File: config.mk
export PLATFORM = sky130hd
export DESIGN_NAME = spi_master_slave_port
export DESIGN_NICKNAME = d
export VERILOG_FILES = /design/src/verilog/spi_port_pkg.sv /design/src/verilog/spi_rate_divider.sv /design/src/verilog/spi_port_readback.sv /design/src/verilog/spi_master_slave_port.sv
export SDC_FILE = /design/constraint.sdc
export NUM_CORES = 1
export LEC_CHECK = 0
export ABC_AREA = 1
export BUFFER_PORTS_ARGS = -buffer_cell sky130_fd_sc_hd__buf_2
export CORE_ASPECT_RATIO = 1.75
export CORE_MARGIN = 3
export CORE_UTILIZATION = 61
export DETAILED_ROUTE_END_ITERATION = 16
export GPL_TIMING_DRIVEN = 0
export PLACE_DENSITY_LB_ADDON = 0.12
export SLEW_MARGIN = 15
export SYNTH_ARGS = -nofsm -noshare
export SYNTH_HDL_FRONTEND = slang
export SYNTH_HIERARCHICAL = 1
export SYNTH_SLANG_ARGS = --single-unit
export TNS_END_PERCENT = 20
File: constraint.sdc
create_clock -name clk -period 5.51 [get_ports clk]
set_input_delay 0.551 -clock clk [delete_from_list [all_inputs] [get_ports clk]]
set_output_delay 0.551 -clock clk [all_outputs]
set_load 0.02 [all_outputs]
File: src/verilog/spi_port_pkg.sv
// Register map, field layout and state type of the serial port
package spi_port_pkg;

    // Word addresses in the peripheral frame
    localparam logic [15:0] ADDR_CONFIG   = 16'h7040;
    localparam logic [15:0] ADDR_OPCTL    = 16'h7041;
    localparam logic [15:0] ADDR_STATUS   = 16'h7042;
    localparam logic [15:0] ADDR_RATE     = 16'h7044;
    localparam logic [15:0] ADDR_RXEMU    = 16'h7046;
    localparam logic [15:0] ADDR_RXBUF    = 16'h7047;
    localparam logic [15:0] ADDR_TXBUF    = 16'h7048;
    localparam logic [15:0] ADDR_SHIFT    = 16'h7049;
    localparam logic [15:0] ADDR_FIFO_TX  = 16'h704A;
    localparam logic [15:0] ADDR_FIFO_RX  = 16'h704B;
    localparam logic [15:0] ADDR_FIFO_CTL = 16'h704C;
    localparam logic [15:0] ADDR_PRIO     = 16'h704F;

    // config_control fields
    localparam int CFG_LEN_LSB = 0;
    localparam int CFG_LEN_W   = 4;
    localparam int CFG_POL     = 6;

    // operation_control fields
    localparam int CTL_RX_IE   = 0;
    localparam int CTL_TALK    = 1;
    localparam int CTL_MASTER  = 2;
    localparam int CTL_PHASE   = 3;
    localparam int CTL_TX_IE   = 4;
    localparam int CTL_PORT_EN = 5;

    // port_status fields
    localparam int STS_TX_FULL = 5;
    localparam int STS_RX_DONE = 6;
    localparam int STS_OVERRUN = 7;

    localparam int RATE_W = 7;
    localparam int BYTE_W = 8;
    localparam int WORD_W = 16;

    localparam logic [7:0]        CONFIG_RESET  = 8'h00;
    localparam logic [7:0]        CONTROL_RESET = 8'h00;
    localparam logic [RATE_W-1:0] RATE_RESET    = 7'h00;

    // Shortest serial clock period in clk cycles
    localparam logic [7:0] PERIOD_FLOOR = 8'h04;

    typedef enum logic {ST_IDLE, ST_SHIFT} xfer_state_t;

endpackage : spi_port_pkg

File: src/verilog/spi_rate_divider.sv
// Serial clock half-period enable generator for master mode
`timescale 1ns/1ps
module spi_rate_divider
    import spi_port_pkg::*;
#(
    parameter int PERIOD_W = 8
)
(
    input  wire logic              clk,
    input  wire logic              nrst,
    input  wire logic              run,
    input  wire logic [RATE_W-1:0] rate,
    output logic                   tick
);

    if (PERIOD_W < RATE_W + 1) begin : g_bad_width
        $error("PERIOD_W too narrow for the rate field");
    end

    typedef struct packed {
        logic [PERIOD_W-1:0] cnt;
        logic                sel;
    } div_t;

    div_t                r;
    div_t                next_r;
    logic [PERIOD_W-1:0] period;
    logic [PERIOD_W-1:0] half;
    logic [PERIOD_W-1:0] lim;
    logic [PERIOD_W-1:0] gap;

    always_comb begin
        if ({1'b0, rate} < PERIOD_FLOOR) begin
            period = PERIOD_W'(PERIOD_FLOOR); // RQ4
        end else begin
            period = PERIOD_W'(rate) + 1'b1; // RQ3
        end
        half = period >> 1;
        // Odd periods give the longer half after the lead edge
        lim = r.sel ? period - half : half;
        tick = run && (r.cnt == lim - 1'b1);
        next_r = r;
        if (!run) begin
            next_r = '0;
        end else if (tick) begin
            next_r.cnt = '0;
            next_r.sel = ~r.sel;
        end else begin
            next_r.cnt = r.cnt + 1'b1;
        end
    end

    always_ff @(posedge clk) begin
        if (!nrst) begin
            r <= '0;
        end else begin
            r <= next_r;
        end
    end

    // Cycles since the last lead tick, zero when none seen
    always_ff @(posedge clk) begin
        if (!nrst || !run) begin
            gap <= '0;
        end else if (tick && !r.sel) begin
            gap <= PERIOD_W'(1);
        end else if (gap != '0) begin
            gap <= gap + 1'b1;
        end
    end
endmodule : spi_rate_divider

File: src/verilog/spi_port_readback.sv
// Read data selection for the port registers
`timescale 1ns/1ps
module spi_port_readback
    import spi_port_pkg::*;
(
    input  wire logic [15:0]       addr,
    input  wire logic [7:0]        cfg,
    input  wire logic [7:0]        ctl,
    input  wire logic [7:0]        sts,
    input  wire logic [RATE_W-1:0] rate,
    input  wire logic [15:0]       rxbuf,
    input  wire logic [15:0]       txbuf,
    input  wire logic [15:0]       shreg,
    output logic [15:0]            data,
    output logic                   hit
);

    always_comb begin
        data = '0;
        hit  = 1'b1;
        case (addr)
            ADDR_CONFIG:   data = {8'h00, cfg};
            ADDR_OPCTL:    data = {8'h00, ctl};
            ADDR_STATUS:   data = {8'h00, sts};
            ADDR_RATE:     data = {9'h000, rate};
            ADDR_RXEMU,
            ADDR_RXBUF:    data = rxbuf;
            ADDR_TXBUF:    data = txbuf;
            ADDR_SHIFT:    data = shreg;
            ADDR_FIFO_TX,
            ADDR_FIFO_RX,
            ADDR_FIFO_CTL,
            ADDR_PRIO:     data = '0;
            default:       hit  = 1'b0;
        endcase
    end

endmodule : spi_port_readback

File: src/verilog/spi_master_slave_port.sv
// Four-pin synchronous serial port, master or slave, with its registers
//
// Contract
// RQ1: Each transfer shifts a software-set word of one to sixteen bits.
// RQ2: Port runs as clock-making master or clock-taking slave, by software.
// RQ3: Master divider four or more gives clock rate clk over divider plus one.
// RQ4: Divider values zero to three give clock rate clk over four.
// RQ5: Polarity and phase bits pick one of four clocking schemes.
// RQ6: Idle-high, no delay: drive on falling edge, sample on rising edge.
// RQ7: Idle-high, delayed: drive half cycle early, sample on falling edge.
// RQ8: Idle-low, no delay: drive on rising edge, sample on falling edge.
// RQ9: Idle-low, delayed: drive half cycle early, sample on rising edge.
// RQ10: Receive and transmit together; software may turn transmit off.
// RQ11: Pollable transmit and receive flags with matching interrupt requests.
// RQ12: Register data in low byte; upper byte reads zero, ignores writes.
// RQ13: Control and status registers decoded from word address 7040h.
// RQ14: An unused port releases its four pins for general use.
// RQ15: External master pulls transmit-enable low to select this slave.
// RQ16: Software uses only 16-bit accesses to the port registers.
// RQ17: After the last bit, word goes to receive buffer, flag set.
// RQ18: Master starts on buffer or data write; clock idles between words.
`timescale 1ns/1ps
module spi_master_slave_port
    import spi_port_pkg::*;
(
    input  wire logic        clk,
    input  wire logic        nrst,
    input  wire logic [15:0] bus_addr,
    input  wire logic [15:0] bus_wdata,
    input  wire logic        bus_wr,
    input  wire logic        bus_rd,
    output logic [15:0]      bus_rdata,
    output logic             bus_rvalid,
    output logic             rx_int_req,
    output logic             tx_int_req,
    input  wire logic        serial_clock_pin_level,
    output logic             serial_clock_pin_drive,
    output logic             serial_clock_pin_en,
    input  wire logic        slave_in_master_out_pin_level,
    output logic             slave_in_master_out_pin_drive,
    output logic             slave_in_master_out_pin_en,
    input  wire logic        slave_out_master_in_pin_level,
    output logic             slave_out_master_in_pin_drive,
    output logic             slave_out_master_in_pin_en,
    input  wire logic        slave_transmit_enable_pin_level,
    output logic             slave_transmit_enable_pin_drive,
    output logic             slave_transmit_enable_pin_en
);

    typedef struct packed {
        xfer_state_t       st;
        logic [7:0]        cfg;
        logic [7:0]        ctl;
        logic [RATE_W-1:0] rate;
        logic              rx_done;
        logic              overrun;
        logic              tx_full;
        logic              go;
        logic [15:0]       txbuf;
        logic [15:0]       rxbuf;
        logic [15:0]       sh;
        logic [4:0]        cnt;
        logic              out_bit;
        logic              sclk;
        logic              sclk_seen;
        logic              sclk_oe;
        logic              mo_oe;
        logic              so_oe;
        logic              ste_drive;
        logic              ste_oe;
        logic [15:0]       rdata;
        logic              rvalid;
        logic              rx_irq;
        logic              tx_irq;
    } port_t;

    port_t       r;
    port_t       next_r;
    logic        tick;
    logic        pol;
    logic        pha;
    logic        master;
    logic        en;
    logic        ste_low;
    logic        rx_in;
    logic [4:0]  len;
    logic [15:0] lenmask;
    logic        lead;
    logic        trail;
    logic        drive_ev;
    logic        sample_ev;
    logic        start;
    logic        finish;
    logic [15:0] ld_word;
    logic [7:0]  sts;
    logic [15:0] rd_word;
    logic        rd_hit;

    spi_rate_divider #(
        .PERIOD_W (8)
    ) u_div (
        .clk  (clk),
        .nrst (nrst),
        .run  (r.st == ST_SHIFT && master),
        .rate (r.rate),
        .tick (tick)
    );

    always_comb begin
        sts = '0;
        sts[STS_TX_FULL] = r.tx_full; // RQ11
        sts[STS_RX_DONE] = r.rx_done;
        sts[STS_OVERRUN] = r.overrun;
    end

    spi_port_readback u_rb (
        .addr  (bus_addr),
        .cfg   (r.cfg),
        .ctl   (r.ctl),
        .sts   (sts),
        .rate  (r.rate),
        .rxbuf (r.rxbuf),
        .txbuf (r.txbuf),
        .shreg (r.sh),
        .data  (rd_word),
        .hit   (rd_hit)
    );

    always_comb begin
        next_r = r;
        next_r.rvalid = 1'b0;
        finish = 1'b0;
        pol = r.cfg[CFG_POL]; // RQ5
        pha = r.ctl[CTL_PHASE];
        master = r.ctl[CTL_MASTER]; // RQ2
        en = r.ctl[CTL_PORT_EN];
        ste_low = !slave_transmit_enable_pin_level;
        rx_in = master ? slave_out_master_in_pin_level
                       : slave_in_master_out_pin_level;
        len = 5'(r.cfg[CFG_LEN_LSB +: CFG_LEN_W]) + 5'h01; // RQ1
        lenmask = ~(16'hFFFF << len);
        // Lead edge leaves the idle level, trail edge returns to it
        if (master) begin
            lead  = tick && (r.sclk == pol);
            trail = tick && (r.sclk != pol);
        end else begin
            lead  = (r.st == ST_SHIFT) && ste_low && (r.sclk_seen == pol)
                    && (serial_clock_pin_level != pol);
            trail = (r.st == ST_SHIFT) && ste_low && (r.sclk_seen != pol)
                    && (serial_clock_pin_level == pol);
        end
        drive_ev  = pha ? trail : lead; // RQ6 RQ8
        sample_ev = pha ? lead : trail; // RQ7 RQ9
        start = (r.st == ST_IDLE) && en
                && (master ? (r.go || r.tx_full) : ste_low); // RQ18 RQ15
        ld_word = r.tx_full ? r.txbuf : r.sh;
        next_r.sclk_seen = serial_clock_pin_level;

        case (r.st)
            ST_IDLE: begin
                next_r.sclk = pol; // RQ18
                if (start) begin
                    next_r.st = ST_SHIFT;
                    next_r.cnt = '0;
                    next_r.go = 1'b0;
                    next_r.tx_full = 1'b0;
                    next_r.sh = ld_word;
                    // Delayed schemes put the first bit out at once
                    if (pha) begin
                        next_r.out_bit = ld_word[WORD_W-1]; // RQ7 RQ9
                        next_r.sh = {ld_word[WORD_W-2:0], 1'b0};
                    end
                end
            end
            ST_SHIFT: begin
                // Slave deselected mid-word drops the partial word
                if (!en || (!master && !ste_low)) begin
                    next_r.st = ST_IDLE; // RQ2
                end else begin
                    if (master && tick) begin
                        next_r.sclk = ~r.sclk; // RQ3 RQ4
                    end
                    if (drive_ev && r.cnt < len) begin
                        next_r.out_bit = r.sh[WORD_W-1]; // RQ10
                        next_r.sh = {r.sh[WORD_W-2:0], 1'b0};
                    end
                    if (sample_ev) begin
                        next_r.sh[0] = rx_in; // RQ10
                        next_r.cnt = r.cnt + 5'h01;
                    end
                    if (trail && next_r.cnt == len) begin
                        finish = 1'b1; // RQ1
                        next_r.st = ST_IDLE;
                        next_r.rxbuf = next_r.sh & lenmask; // RQ17
                        next_r.overrun = r.overrun || r.rx_done; // RQ11
                        next_r.rx_done = 1'b1; // RQ17
                    end
                end
            end
            default: next_r.st = ST_IDLE;
        endcase

        // A finishing word wins over the clearing read
        if (bus_rd && bus_addr == ADDR_RXBUF && !finish) begin
            next_r.rx_done = 1'b0; // RQ17
        end
        if (bus_rd) begin
            next_r.rvalid = 1'b1;
            next_r.rdata = rd_hit ? rd_word : '0; // RQ13 RQ12
        end
        if (bus_wr) begin
            case (bus_addr) // RQ13
                ADDR_CONFIG: next_r.cfg = bus_wdata[BYTE_W-1:0]; // RQ12
                ADDR_OPCTL:  next_r.ctl = bus_wdata[BYTE_W-1:0];
                ADDR_STATUS: begin
                    if (bus_wdata[STS_OVERRUN] && !(finish && r.rx_done)) begin
                        next_r.overrun = 1'b0;
                    end
                end
                ADDR_RATE:   next_r.rate = bus_wdata[RATE_W-1:0];
                ADDR_TXBUF: begin
                    next_r.txbuf = bus_wdata; // RQ18
                    next_r.tx_full = 1'b1;
                end
                ADDR_SHIFT: begin
                    // Ignored while a word is on the wire
                    if (r.st == ST_IDLE && !start) begin
                        next_r.sh = bus_wdata;
                        next_r.go = master; // RQ18
                    end
                end
                default: ;
            endcase
        end

        next_r.rx_irq = next_r.rx_done && next_r.ctl[CTL_RX_IE]; // RQ11
        next_r.tx_irq = !next_r.tx_full && next_r.ctl[CTL_TX_IE]; // RQ11
        // Disabled port floats all four pins for other use
        next_r.sclk_oe = next_r.ctl[CTL_PORT_EN]
                         && next_r.ctl[CTL_MASTER]; // RQ14
        next_r.ste_oe = next_r.sclk_oe;
        next_r.mo_oe = next_r.sclk_oe && next_r.ctl[CTL_TALK]; // RQ10
        next_r.so_oe = next_r.ctl[CTL_PORT_EN] && !next_r.ctl[CTL_MASTER]
                       && next_r.ctl[CTL_TALK] && ste_low; // RQ10 RQ15
        next_r.ste_drive = (next_r.st != ST_SHIFT);
    end

    always_ff @(posedge clk) begin
        if (!nrst) begin
            r <= '0;
            r.cfg <= CONFIG_RESET;
            r.ctl <= CONTROL_RESET;
            r.rate <= RATE_RESET;
            r.ste_drive <= 1'b1;
        end else begin
            r <= next_r;
        end
    end

    assign bus_rdata                       = r.rdata;
    assign bus_rvalid                      = r.rvalid;
    assign rx_int_req                      = r.rx_irq;
    assign tx_int_req                      = r.tx_irq;
    assign serial_clock_pin_drive          = r.sclk;
    assign serial_clock_pin_en             = r.sclk_oe;
    assign slave_in_master_out_pin_drive   = r.out_bit;
    assign slave_in_master_out_pin_en      = r.mo_oe;
    assign slave_out_master_in_pin_drive   = r.out_bit;
    assign slave_out_master_in_pin_en      = r.so_oe;
    assign slave_transmit_enable_pin_drive = r.ste_drive;
    assign slave_transmit_enable_pin_en    = r.ste_oe;
endmodule : spi_master_slave_port

[Yosys cells after proc, flatten, opt, wreduce, memory -nomap -nowiden]
Cells that the tools add are included.
Word-level totals
  bits in registers: 116
  bits in latches: 0
  RAM bits: 0
  memory bits (read-only): 0
  input bits: 40
  output and inout port bits: 27
  logic and storage cells: 171
  memories kept: 0
Operators by class
  add/subtract/negate cells: 6
  $mul: 0
  div/mod/pow operators: 0
  $lt $le $gt $ge: 2
  equal/unequal tests: 25
  shifts and indexed selects: 1
  muxes and demuxes: 52
  bitwise gates (word level): 9
  reductions and logical operators: 50
Operator list (count)
  == test 16 x 15 -> 1 bit, second input constant: 12
  2-to-1 mux 16 bit: 10
  case mux 16 bit (7 select lines): 1
  case mux 23 bit (2 select lines): 1
  logical AND 1 bit: 27
  2-to-1 mux 6 bit: 4
  2-to-1 mux 1 bit: 23
  2-to-1 mux 23 bit: 1
  2-to-1 mux 22 bit: 1
  2-to-1 mux 19 bit: 1
  bitwise AND 16 bit: 1
  2-to-1 mux 8 bit: 2
  inverter 16 bit: 1
  left shift 16 x 5 -> 16 bit, first input constant: 1
  AND reduction 2 bit: 7
  2-to-1 mux 13 bit: 1
  OR reduction 12 bit: 1
  2-to-1 mux 2 bit: 5
  adder 7 x 1 -> 8 bit, second input constant: 1
  adder 8 x 1 -> 8 bit, second input constant: 1
  == test 8 bit: 1
  logical NOT 1 bit: 8
  subtractor 8 x 1 -> 8 bit, second input constant: 1
  subtractor 8 x 7 -> 8 bit: 1
  17 further kinds: 32

[Depth between registers and ports, before layout]
Gate-level depths: netlist (run 1).
  depth in word-level cells: 30
  gate-level depth with buffers: 39
  mapped depth without buffers: 38

[Hierarchy]
The synthesis (run 1) kept the hierarchy.
Modules (own cells, without submodules)
  spi_master_slave_port: times used 1, cells each 831, area each 5674.2 um^2, seq. area each 2142.1 um^2
  spi_rate_divider: times used 1, cells each 248, area each 1511.4 um^2, seq. area each 180.2 um^2
  spi_port_readback: times used 1, cells each 206, area each 1082.3 um^2, seq. area each 0.0 um^2

[Worst setup path before layout (run 1)]
No wires, ideal clock.
  path type: flip-flop to flip-flop
  from: register r[84] (netlist name)
  to: register r[53] (netlist name)
  library setup time: 132 ps
  data arrival time: 3992 ps
  data required time: 5378 ps
  slack: 1386 ps
  stages on the path, launching flop included: 31
  path buffers: 2
  period minus slack after synthesis: 4124 ps
  cell sequence: dfxtp_1 > ha_1 > nand2_1 > inv_2 > ha_1 > inv_1 > ha_1 > o21ai_1 > ha_1 > nand2_1 > nand2_1 > nor3_1 > nand2_1 > nor2_2 > nand3_1 > nor2_2 > nand3_4 > nor2_2 > nand2_1 > inv_1 > nand3_2 > nand3_4 > nand2_2 > buf_6 > o211ai_1 > nand2_2 > nor2_8 > nand3_4 > buf_6 > nand2_1 > a21oi_1
On the way
  longest elaborated chain between the ends: 16
  elaborated cells on any way between the ends: 25
  classes of those cells: 3 x add/sub; 1 x order compare; 2 x eq/ne; 12 x mux; 1 x bitwise; 6 x reduce/logical
RTL lines
  adder 7 x 1 -> 8 bit or < comparator 7 x 3 -> 1 bit (tied branches): RTL line spi_rate_divider.sv:36, spi_rate_divider.sv:33
  2-to-1 mux 8 bit (*): RTL line spi_rate_divider.sv:33  | if ({1'b0, rate} < PERIOD_FLOOR) begin
  subtractor 8 x 7 -> 8 bit: RTL line spi_rate_divider.sv:40  | lim = r.sel ? period - half : half;
  2-to-1 mux 8 bit (*): RTL line spi_rate_divider.sv:40
  subtractor 8 x 1 -> 8 bit (*): RTL line spi_rate_divider.sv:41  | tick = run && (r.cnt == lim - 1'b1);
  == test 8 bit (*): RTL line spi_rate_divider.sv:41
  logical AND 1 bit (*): RTL line spi_rate_divider.sv:41
  via tick: RTL line spi_master_slave_port.sv:79  | logic tick;
  logical AND 1 bit (on tied branches): RTL line spi_master_slave_port.sv:145, spi_master_slave_port.sv:144
  2-to-1 mux 1 bit: RTL line spi_master_slave_port.sv:143  | if (master) begin
  2-to-1 mux 1 bit: RTL line spi_master_slave_port.sv:153  | sample_ev = pha ? lead : trail;
  2-to-1 mux 6 bit: RTL line spi_master_slave_port.sv:187  | if (sample_ev) begin
  2-to-1 mux 6 bit: RTL line spi_master_slave_port.sv:177  | if (!en || (!master && !ste_low)) begin
  2-to-1 mux 6 bit: RTL line spi_master_slave_port.sv:159  | case (r.st)
  == test 5 bit: RTL line spi_master_slave_port.sv:191  | if (trail && next_r.cnt == len) begin
  logical AND 1 bit: RTL line spi_master_slave_port.sv:191
  AND reduction 3 bit (no line)
  end signal, assigned: RTL line spi_master_slave_port.sv:256  | r <= next_r;
  end, declared: RTL line spi_master_slave_port.sv:77  | port_t r;
The timed path passes the listed nets; every way through them passes the cells marked *. The select of a mux whose other input is x is not followed.
A chain may end at the register's enable or synchronous reset.

[Final worst setup path (run 1)]
  from: register r[86] (netlist name)
  to: register r[60] (netlist name)
On the way
  longest elaborated chain between the ends: 16
  elaborated cells on any way between the ends: 25
  classes of those cells: 3 x add/sub; 1 x order compare; 2 x eq/ne; 12 x mux; 1 x bitwise; 6 x reduce/logical
RTL lines (RTL line)
  adder 7 x 1 -> 8 bit or < comparator 7 x 3 -> 1 bit (tied branches): spi_rate_divider.sv:36, spi_rate_divider.sv:33
  2-to-1 mux 8 bit (*): spi_rate_divider.sv:33
  subtractor 8 x 7 -> 8 bit: spi_rate_divider.sv:40
  2-to-1 mux 8 bit (*): spi_rate_divider.sv:40
  subtractor 8 x 1 -> 8 bit (*): spi_rate_divider.sv:41
  == test 8 bit (*): spi_rate_divider.sv:41
  logical AND 1 bit (*): spi_rate_divider.sv:41
  via tick: spi_master_slave_port.sv:79
  logical AND 1 bit (on tied branches): spi_master_slave_port.sv:145, spi_master_slave_port.sv:144
  2-to-1 mux 1 bit: spi_master_slave_port.sv:143
  2-to-1 mux 1 bit: spi_master_slave_port.sv:153
  2-to-1 mux 6 bit: spi_master_slave_port.sv:187
  2-to-1 mux 6 bit: spi_master_slave_port.sv:177
  2-to-1 mux 6 bit: spi_master_slave_port.sv:159
  == test 5 bit: spi_master_slave_port.sv:191
  logical AND 1 bit: spi_master_slave_port.sv:191
  AND reduction 3 bit (no line)
Marked as above.

==> impl_metrics.tcl, run 1 <==
set metrics [dict create \
    p_sw_frac 0.254 \
    ys_ff_latch 116 \
    clkPwrFrac 0.533 \
    htreeDepth 4 \
    power_density_nw_per_um2 212 \
    ys_seq_area_frac 0.281 \
    dp.cells 1525 \
    crit_path_max_fanout 10 \
    antenna_left 0 \
    met1_length_mm 9.62 \
    fin_crit_ns 5.04 \
    dp_hpwl_mm 22.3 \
    clk_path_buf_depth 2 \
    tightest_slew_ns 0.796 \
    cts-root-buf "clkbuf_16" \
    dr.max_layer_used "met4" \
    vias 9150 \
    max_cap_viol_count 0 \
    nets 1430 \
    cts_tree "yes" \
    synth_edf_count 0 \
    worstReg2RegEnd "r[60]" \
    drt_pass1_iterations 8 \
    finalCritPeriodShare 0.914 \
    drc_errors 0 \
    antenna_cells 0 \
    row_count 55 \
    initial_core_util 0.632 \
    yosysMostFrequentCell "nand2_1" \
    grt_use_total 0.386 \
    wl_per_cell_um 18.5 \
    ioPinCount 67 \
    ys_warn_count 6 \
    cts_setup_buffers 0 \
    finalHoldViolCount 0 \
    tns_ns 0 \
    wl_mm 28.8 \
    syn_area_um2 8270 \
    max_freq_ghz 0.199 \
    cpMostUsedCell "nand2_1" \
    rsz0062_at_grt "no" \
    slew_headroom 0.470 \
    cts_buffers 17 \
    min_to "r[24]" \
    vdd_ir_drop_max_mv 0.212 \
    status "complete, no violations" \
    wl_met3_mm 1.96 \
    numPortBuffers 65 \
    ys_top_cells_by_area "dfxtp_1, nand2_1, inv_1" \
    drive_gt1_frac 0.170 \
    finalSetupViolations 0 \
    maxSlewViolCount 0 \
    clk_pin_slew_ns 0.06 \
    dr_wl_met2_mm 14.5 \
    fin_cells 1557 \
    async_flop_share 0 \
    ff2ff_path_depth 33 \
    synthCells 1285 \
    place_congestion 1.01 \
    synth.distinct_cells 46 \
    slowest_delay_ns 0.47 \
    crit_arrival_ns 5.32 \
    combPwrFrac 0.046 \
    die_h_um 160 \
    netlist.area_leader.share 0.281 \
    required_ns 5.79 \
    hold_class "in -> reg" \
    min_from "serial_clock_pin_level" \
    r2r_setup_slack_ns 0.47 \
    cellInternalPower_mw 1.49 \
    grt_pass1_vias 8927 \
    dieArea_um2 15000 \
    core_area_um2 13100 \
    synth_common_cells "nand2_1, inv_1, nand3_1" \
    dr.first_iter.drc_count 742 \
    antenna_found_initial 0 \
    start_kind "register" \
    rr_startpoint "r[86]" \
    skew_ns 0.0107 \
    via_per_inst 5.88 \
    yosysTopAreaCell "dfxtp_1" \
    worst-setup-path-type "reg -> reg" \
    area_growth_pct 13.7 \
    hold_depth 3 \
    fp.dieW_um 94.0 \
    cp_slowest_cell "dfxtp_1" \
    clock-sinks 116 \
    cp-end-kind "register" \
    grt_first_pass_wirelength_mm 44.8 \
    switchingPower_uw 506 \
    power.leakage_nw 4.14 \
    grt_overflow 0 \
    p_seq_frac 0.421 \
    grt_max_degree 17 \
    syn_avg_cell_area_um2 6.43 \
    clk_latency_ns 0.42 \
    synthFlopType "dfxtp_1" \
]
## metal layers
metal	vias up	track usage
met5	-	0
li1	4406	-
met1	4109	0.388
met2	471	0.675
met4	0	0.308
met3	164	0.0712
## placed cells by master, fill, tap and decap left out, types with 7 or more instances in the layout
cell type	netlist	final
o21ai_0	101	100
buf_6	11	11
nand3_1	118	118
clkbuf_16	0	17
nor2_4	7	8
o22ai_1	9	9
nand2_4	7	7
nand4_1	62	62
inv_2	10	10
nand2_1	259	259
buf_4	22	22
nor2_2	19	18
nor3_1	7	7
nand2_2	26	26
ha_1	17	17
a31oi_1	13	13
inv_1	169	169
xor2_1	9	9
buf_2	9	74
clkbuf_1	33	34
o211ai_1	10	10
dfxtp_1	116	115
nor2_1	98	98
a21oi_1	91	91
nand3_2	9	9
## worst max-delay path by stage
stage	startpoint	end	slack, ns	cells past startpoint
after global routing	r[86]	r[55]	0.05	33
final	r[86]	r[60]	0.47	33
after detailed placement	r[84]	r[63]	0.29	33
after floorplan	r[84]	r[53]	1.39	30
after CTS	r[84]	r[60]	0.27	33
after global placement	r[84]	r[63]	0.35	32
## flip-flops by register name (all words and copies together) (netlist names)
register / count
slave_transmit_enable_pin_drive: 1
slave_out_master_in_pin_en: 1
master: 1
u_div/r: 9
slave_in_master_out_pin_en: 1
slave_in_master_out_pin_drive: 1
r: 78
pha: 1
rx_int_req: 1
bus_rvalid: 1
serial_clock_pin_drive: 1
pol: 1
slave_transmit_enable_pin_en: 1
tx_int_req: 1
en: 1
bus_rdata: 16
## timing repair
action | 4_1_cts | 5_1_grt
setup endpoints to repair | 0 | 19
resized for setup | 0 | 5
hold buffers | 0 | 0
## power groups by stage
stage | sequential, mW | clock, mW | combinational, mW
3_5_place_dp | 0.858 | 0 | 0.0871
2_1_floorplan | 0.859 | 0 | 0.0433
6_report | 0.840 | 1.06 | 0.0908
5_1_grt | 0.840 | 1.10 | 0.0971
3_3_place_gp | 0.858 | 0 | 0.0857
4_1_cts | 0.840 | 1.06 | 0.0878
## kinds of logic after synthesis
kind of cell,Yosys count,synth area share
AND/OR/NAND/NOR,630,0.374
AO/OA/AOI/OAI,248,0.165
other,1,0.000454
flip-flops,116,0.281
buffers and inverters,260,0.140
adder cells (fa/ha/maj),17,0.0257
XOR/XNOR,13,0.0138
## per-stage QoR
stage	total power [mW]	hold WS (ns)	cell area, um^2	utilization	setup slack (ns)
floorplan	0.902	0.424	8280	-	1.39
global placement	0.944	0.440	8820	0.675	0.354
detailed placement	0.945	0.453	8820	0.675	0.287
CTS	1.99	0.369	9380	0.718	0.266
global route	2.03	0.376	9400	0.719	0.0496
finish	1.99	0.372	9400	0.719	0.474
## critical path, delay by kind of cell, from the launching register on
| family | cells | cell delay (ns) |
|---|---|---|
| DFF | 1 | 0.47 |
| adders and majority gates | 3 | 0.77 |
| AOI/OAI and AO/OA | 3 | 0.41 |
| buffers and inverters | 6 | 0.73 |
| and+or+nand+nor | 21 | 2.50 |
## area by class of cell
type | instances | area (um^2)
well taps | 171 | 214
clock buffers | 18 | 429
plain buffers | 76 | 462
inverters | 184 | 696
flip-flops and latches | 116 | 2320
repair buffers | 65 | 325
clock inverters | 14 | 131
fillers | 1194 | 3680
multi-input cells | 913 | 4820
Note: power is estimated with default switching activity, not from simulation.
==> run 2, diff against run 1 <==
- ABC_AREA: 1 -> unset
==> run 2 against run 1 <==
- the run now ends with setup timing left
- non-clock buffer count up 40
- clock-buffer cell count unchanged
- first-iteration DRC count up 34%
- final area up 3.3%
- worst setup slack worse by 0.65 ns
- clock skew down 0.0045 ns
- power up 4.1%
- die area down 7.5%
- combinational power down 9.9%
- register-to-register slack worse by 0.65 ns
- critical path type unchanged
- critical endpoint unchanged
==> impl_metrics.tcl, run 2 <==
set metrics [dict create \
    cp_slowest_cell "or4_4" \
    power.leakage_nw 3.65 \
    core_area_um2 12100 \
    maxSlewViolCount 0 \
    via_per_inst 6.84 \
    synth_common_cells "dfxtp_1, nand2_1, nor2_1" \
    synth_edf_count 0 \
    critPathBufInv 5 \
    initial_core_util 0.627 \
    syn_avg_cell_area_um2 8.35 \
    finalCritPeriodShare 1.03 \
    skew_ns 0.00616 \
    slew_headroom 0.298 \
    max_freq_ghz 0.176 \
    tightest_slew_ns 1.05 \
    violations "setup timing" \
    wl_per_cell_um 23.6 \
    cts-root-buf "clkbuf_16" \
    worst-setup-path-type "reg -> reg" \
    row_count 53 \
    cp-end-kind "register" \
    final_common_cell "dfxtp_1" \
    fin_cells 1221 \
    hold_depth 2 \
    min_from "slave_transmit_enable_pin_level" \
    worstReg2RegEnd "r[60]" \
    fp.dieW_um 90.4 \
    htreeDepth 4 \
    largest_reg_flops 78 \
    hold_buffers 0 \
    dp_hpwl_mm 17.8 \
    crit_arrival_ns 5.99 \
    synthFlopType "dfxtp_1" \
    crit_chain "ha_4 > buf_12 > xnor2_4 > nand2b_1 > a21oi_4 > ha_4 > a221oi_4 > buf_4 > o2bb2ai_2 > nor4_2 > o31a_1 > nand4_1 > xor3_1 > nor4b_4 > buf_6 > a31o_1 > o22a_1 > buf_4 > o221a_1 > or4_4 > o31a_1 > buf_6 > a22o_1" \
    clk_path_buf_depth 2 \
    place_congestion 0.968 \
    r2r_setup_slack_ns -0.17 \
    grt_max_degree 17 \
    dr.first_iter.drc_count 997 \
    vias 8357 \
    power_density_nw_per_um2 214 \
    antenna_cells 0 \
    holdWs_ns 0.333 \
    cts_buffers 17 \
    critical-path-top-delay-family "compound AO/OA/AOI/OAI gates" \
    die_h_um 154 \
    nFillCells 842 \
    rsz0062_at_grt "yes" \
    finalSetupViolations 17 \
    grt_first_pass_wirelength_mm 41.9 \
    synthCells 912 \
    hold_class "in -> reg" \
    synth.distinct_cells 90 \
    nets 1100 \
    finalHoldViolCount 0 \
    status "finished, violations left" \
    clk_pin_slew_ns 0.06 \
    yosysTopAreaCell "dfxtp_1" \
    grt_use_total 0.383 \
    power_mw 2.08 \
    required_ns 5.81 \
    cts_tree "yes" \
    dp.cells 1147 \
    fin_crit_ns 5.68 \
    crit_path_max_fanout 8 \
    layout_common_cells "dfxtp_1, nor2_1, nand2_1" \
    antenna_found_initial 0 \
    grt_overflow 0 \
    ys_ff_latch 116 \
    ys_warn_count 6 \
    numPortBuffers 66 \
    slowest_delay_ns 0.56 \
    largest_register "r" \
    ioPinCount 67 \
    start_kind "register" \
    setup_ws_ns -0.173 \
    vdd_ir_drop_max_mv 0.268 \
    dieArea_um2 13900 \
    p_seq_frac 0.403 \
    drive_gt1_frac 0.275 \
    ys_seq_area_frac 0.305 \
    grt_pass1_vias 8078 \
    p_sw_frac 0.234 \
    antenna_left 0 \
    area_growth_pct 27.5 \
    clkPwrFrac 0.557 \
    rr_startpoint "r[85]" \
    combPwrFrac 0.039 \
    async_flop_share 0 \
    clock-sinks 116 \
    yosysMostFrequentCell "dfxtp_1" \
    max_cap_viol_count 0 \
    ys_top_cells_by_area "dfxtp_1, mux2i_1, a21oi_1" \
    switchingPower_uw 485 \
    wl_mm 28.8 \
    min_to "slave_out_master_in_pin_en" \
    netlist.area_leader.share 0.305 \
    drt_pass1_iterations 9 \
    drc_errors 0 \
    ff2ff_path_depth 23 \
    syn_area_um2 7610 \
    cellInternalPower_mw 1.59 \
    clk_latency_ns 0.41 \
]
[run 2: routing by layer]
layer,up-vias,track usage,share of wire
li1,3606,-,-
met1,3836,0.376,0.32
met2,640,0.675,0.49
met3,275,0.0813,0.085
met4,0,0.327,0.10
met5,-,0,0
[run 2: how the worst max path moves through the flow]
stage / startpoint / end / slack (ns) / cells after the start
after floorplan: r[89] / r[60] / 0.02 / 22
after global placement: r[89] / r[58] / -0.85 / 21
after detailed placement: r[89] / r[58] / -0.89 / 21
after CTS: r[84] / r[60] / 0.009 / 24
after global routing: r[87] / r[49] / -0.49 / 24
final: r[85] / r[60] / -0.17 / 23
[run 2: metrics by stage]
step	utilization	worst slack (ns)	TNS, ns	cell area, um^2
final	0.800	-0.173	-2.31	9710
after global routing	0.800	-0.489	-11.89	9710
after CTS	0.774	0.00879	0	9390
after detailed placement	0.673	-0.885	-23.73	8160
after global placement	0.673	-0.850	-22.27	8160
after floorplan	-	0.0165	0	7630
[run 2: final cells by class]
class / count / area, um^2 / share of cell area
plain buffers: 72 / 414 / 0.0427
clock buffers: 18 / 439 / 0.0452
clock inverters: 14 / 178 / 0.0183
inverters: 28 / 108 / 0.0111
multi-input cells: 699 / 5340 / 0.551
flip-flops and latches: 116 / 2340 / 0.241
well taps: 165 / 206 / 0.0213
repair buffers: 109 / 673 / 0.0694
[run 2: cells by family after synthesis]
logic type                 synth area share
buffers and inverters                0.0649
and+or+nand+nor                       0.222
AOI/OAI and AO/OA                     0.248
DFF                                   0.305
adders and majority gates            0.0279
other                              0.000493
xor gates and xnor gates             0.0376
muxes                                0.0940
[run 2: repair_timing]
item,4_1_cts,5_1_grt
gates cloned,1,0
setup endpoints to repair,38,35
hold endpoints to repair,0,0
resized for setup,81,39
setup buffers,27,16
pin swaps,26,26
[run 2: power groups by stage]
stage               clock, mW  sequential, mW  combinational (mW)
floorplan                   0           0.859              0.0338
global placement            0           0.858              0.0746
detailed placement          0           0.858              0.0748
CTS                      1.15           0.838              0.0778
global route             1.19           0.837              0.0851
finish                   1.16           0.837              0.0818
==> run 3, diff against run 2 <==
- CORE_UTILIZATION: 61 -> 65
- clock period: 5.51 -> 7.1 ns (I/O delays scaled with it)
==> run 3 against run 2 <==
- the run now ends clean
- clock skew rose by 0.0023 ns
- non-clock buffer count decreased by 42
- sequential power fell by 22%
- clock-buffer cell count did not move
- hold slack improved by 0.12 ns
- register-to-register slack improved by 0.65 ns
- sequential share of layout area is 2.4 points higher
- global-route usage is 0.63 points higher
- via count shrank 8.4%
- critical endpoint is now r[58]
- largest power group unchanged
- highest routed layer unchanged
==> impl_metrics.tcl, run 3 (synthesis gave the netlist of run 2 again) <==
set metrics [dict create \
    dp_hpwl_mm 17.9 \
    worst-setup-path-type "reg -> reg" \
    cts_setup_buffers 0 \
    vias 7658 \
    layout_common_cells "dfxtp_1, nand2_1, nor2_1" \
    cts-root-buf "clkbuf_16" \
    skew_ns 0.00850 \
    dr.first_iter.drc_count 857 \
    drt_pass1_iterations 8 \
    ctsResizeCount 0 \
    finalHoldViolCount 0 \
    final_cell_area_um2 8740 \
    max_cap_viol_count 0 \
    wl_per_cell_um 21.7 \
    vdd_ir_drop_max_mv 0.194 \
    cellInternalPower_mw 1.24 \
    largest_register "r" \
    antenna_left 0 \
    die_h_um 149 \
    cts_buffers 17 \
    wl_mm 24.9 \
    tightest_slew_ns 1.06 \
    nets 1058 \
    p_sw_frac 0.231 \
    clkPwrFrac 0.557 \
    start_kind "register" \
    use_met3 0.101 \
    clock-sinks 116 \
    numPortBuffers 66 \
    via_per_inst 6.68 \
    met2_usage 0.671 \
    fp.dieW_um 87.8 \
    crit_path_max_fanout 10 \
    dieArea_um2 13100 \
    core_area_um2 11300 \
    drive_gt1_frac 0.177 \
    htreeDepth 4 \
    combPwrFrac 0.038 \
    final_common_cell "dfxtp_1" \
    required_ns 7.44 \
    clk_pin_slew_ns 0.06 \
    grt_overflow 0 \
    clk_latency_ns 0.42 \
    r2r_setup_slack_ns 0.48 \
    cp-end-kind "register" \
    row_count 51 \
    grtUsageMet1 0.386 \
    finalCritPeriodShare 0.932 \
    max_freq_ghz 0.151 \
    clk_path_buf_depth 2 \
    place_congestion 0.971 \
    power_density_nw_per_um2 184 \
    grt_max_degree 17 \
    utilization 0.774 \
    p_seq_frac 0.406 \
    power.leakage_nw 3.31 \
    ioPinCount 67 \
    status "complete, no violations" \
    power_mw 1.61 \
    area_growth_pct 14.8 \
    gr-max-usage-layer "met2" \
    cts_tree "yes" \
    largest_reg_flops 78 \
    finalSetupViolations 0 \
    rsz0062_at_grt "no" \
    grt_use_total 0.389 \
    crit_arrival_ns 6.96 \
    grt_first_pass_wirelength_mm 38.9 \
    fin_crit_ns 6.62 \
    antenna_found_initial 0 \
    antenna_cells 0 \
    grt_pass1_vias 7596 \
    dpl_cell_area_um2 8120 \
    maxSlewViolCount 0 \
    switchingPower_uw 371 \
    tns_ns 0 \
    slew_headroom 0.294 \
    hold_buffers 0 \
    initial_core_util 0.674 \
    drc_errors 0 \
    hold_class "reg -> reg" \
]
-- run 3: changes by cell type in the layout (fill, tap and decap cells not counted), moves of 4 or more --
cell / previous run / this run
a211oi_1: 9 / 14
nand2_2: 4 / 0
buf_4: 60 / 22
inv_2: 4 / 0
ha_1: 10 / 17
a21oi_1: 72 / 78
ha_4: 7 / 0
dfxtp_1: 109 / 116
xnor2_1: 15 / 20
inv_1: 22 / 27
nand2_1: 88 / 94
dfxtp_4: 5 / 0
-- run 3: path summary, 6_finish.rpt --
check	startpoint	cells past startpoint	end
hold / removal	r[103]	2	r[103]
setup / recovery	r[86]	21	r[58]
hold reg to reg	r[103]	2	r[103]
setup reg to reg	r[86]	21	r[58]
-- run 3: worst max-delay path: stages (launching register included) --
cell       delay [ns]
dfxtp_1          0.49
buf_4            0.25
nand3_1          0.14
xnor2_1          0.29
inv_1            0.17
ha_1             0.42
nor3b_1          0.27
a211oi_1         0.14
o2bb2ai_1        0.19
a2111oi_2        0.60
xnor2_1          0.22
xnor2_1          0.14
a21oi_1          0.12
nor4b_4          0.47
nand2_1          0.15
o21ai_1          0.33
o22ai_4          0.17
a21o_1           0.18
o221a_1          0.21
or4_4            0.55
nor3_1           0.76
mux2i_1          0.27
-- run 3: layout make-up --
cell class,count,area [um^2]
clock inverter,14,178
fill,869,2550
sequential,116,2320
inverter,28,105
clock buffer,18,439
tap,132,165
timing repair buffer,66,330
multi-input combinational,699,4810
buffer,73,389
-- run 3: layer usage --
metal | vias up | part of all wire
met5 | - | 0
met4 | 0 | 0.088
met3 | 157 | 0.081
met2 | 426 | 0.51
met1 | 3556 | 0.32
li1 | 3519 | -
-- run 3: through the flow --
| step | hold WS [ns] | setup WS (ns) | cells |
|---|---|---|---|
| 3_5_place_dp | 0.445 | 0.718 | 1114 |
| 4_1_cts | 0.450 | 0.673 | 1146 |
| 3_3_place_gp | 0.438 | 0.734 | 1114 |
| 6_report | 0.452 | 0.482 | 1146 |
| 5_1_grt | 0.461 | 0.0620 | 1146 |
| 2_1_floorplan | 0.431 | 1.61 | 916 |
-- run 3: power groups by stage --
stage	clock [mW]	sequential, mW	combinational [mW]
after floorplan	0	0.666	0.0262
after global placement	0	0.666	0.0574
after detailed placement	0	0.666	0.0583
after CTS	0.896	0.652	0.0585
after global routing	0.927	0.652	0.0641
final	0.895	0.652	0.0605
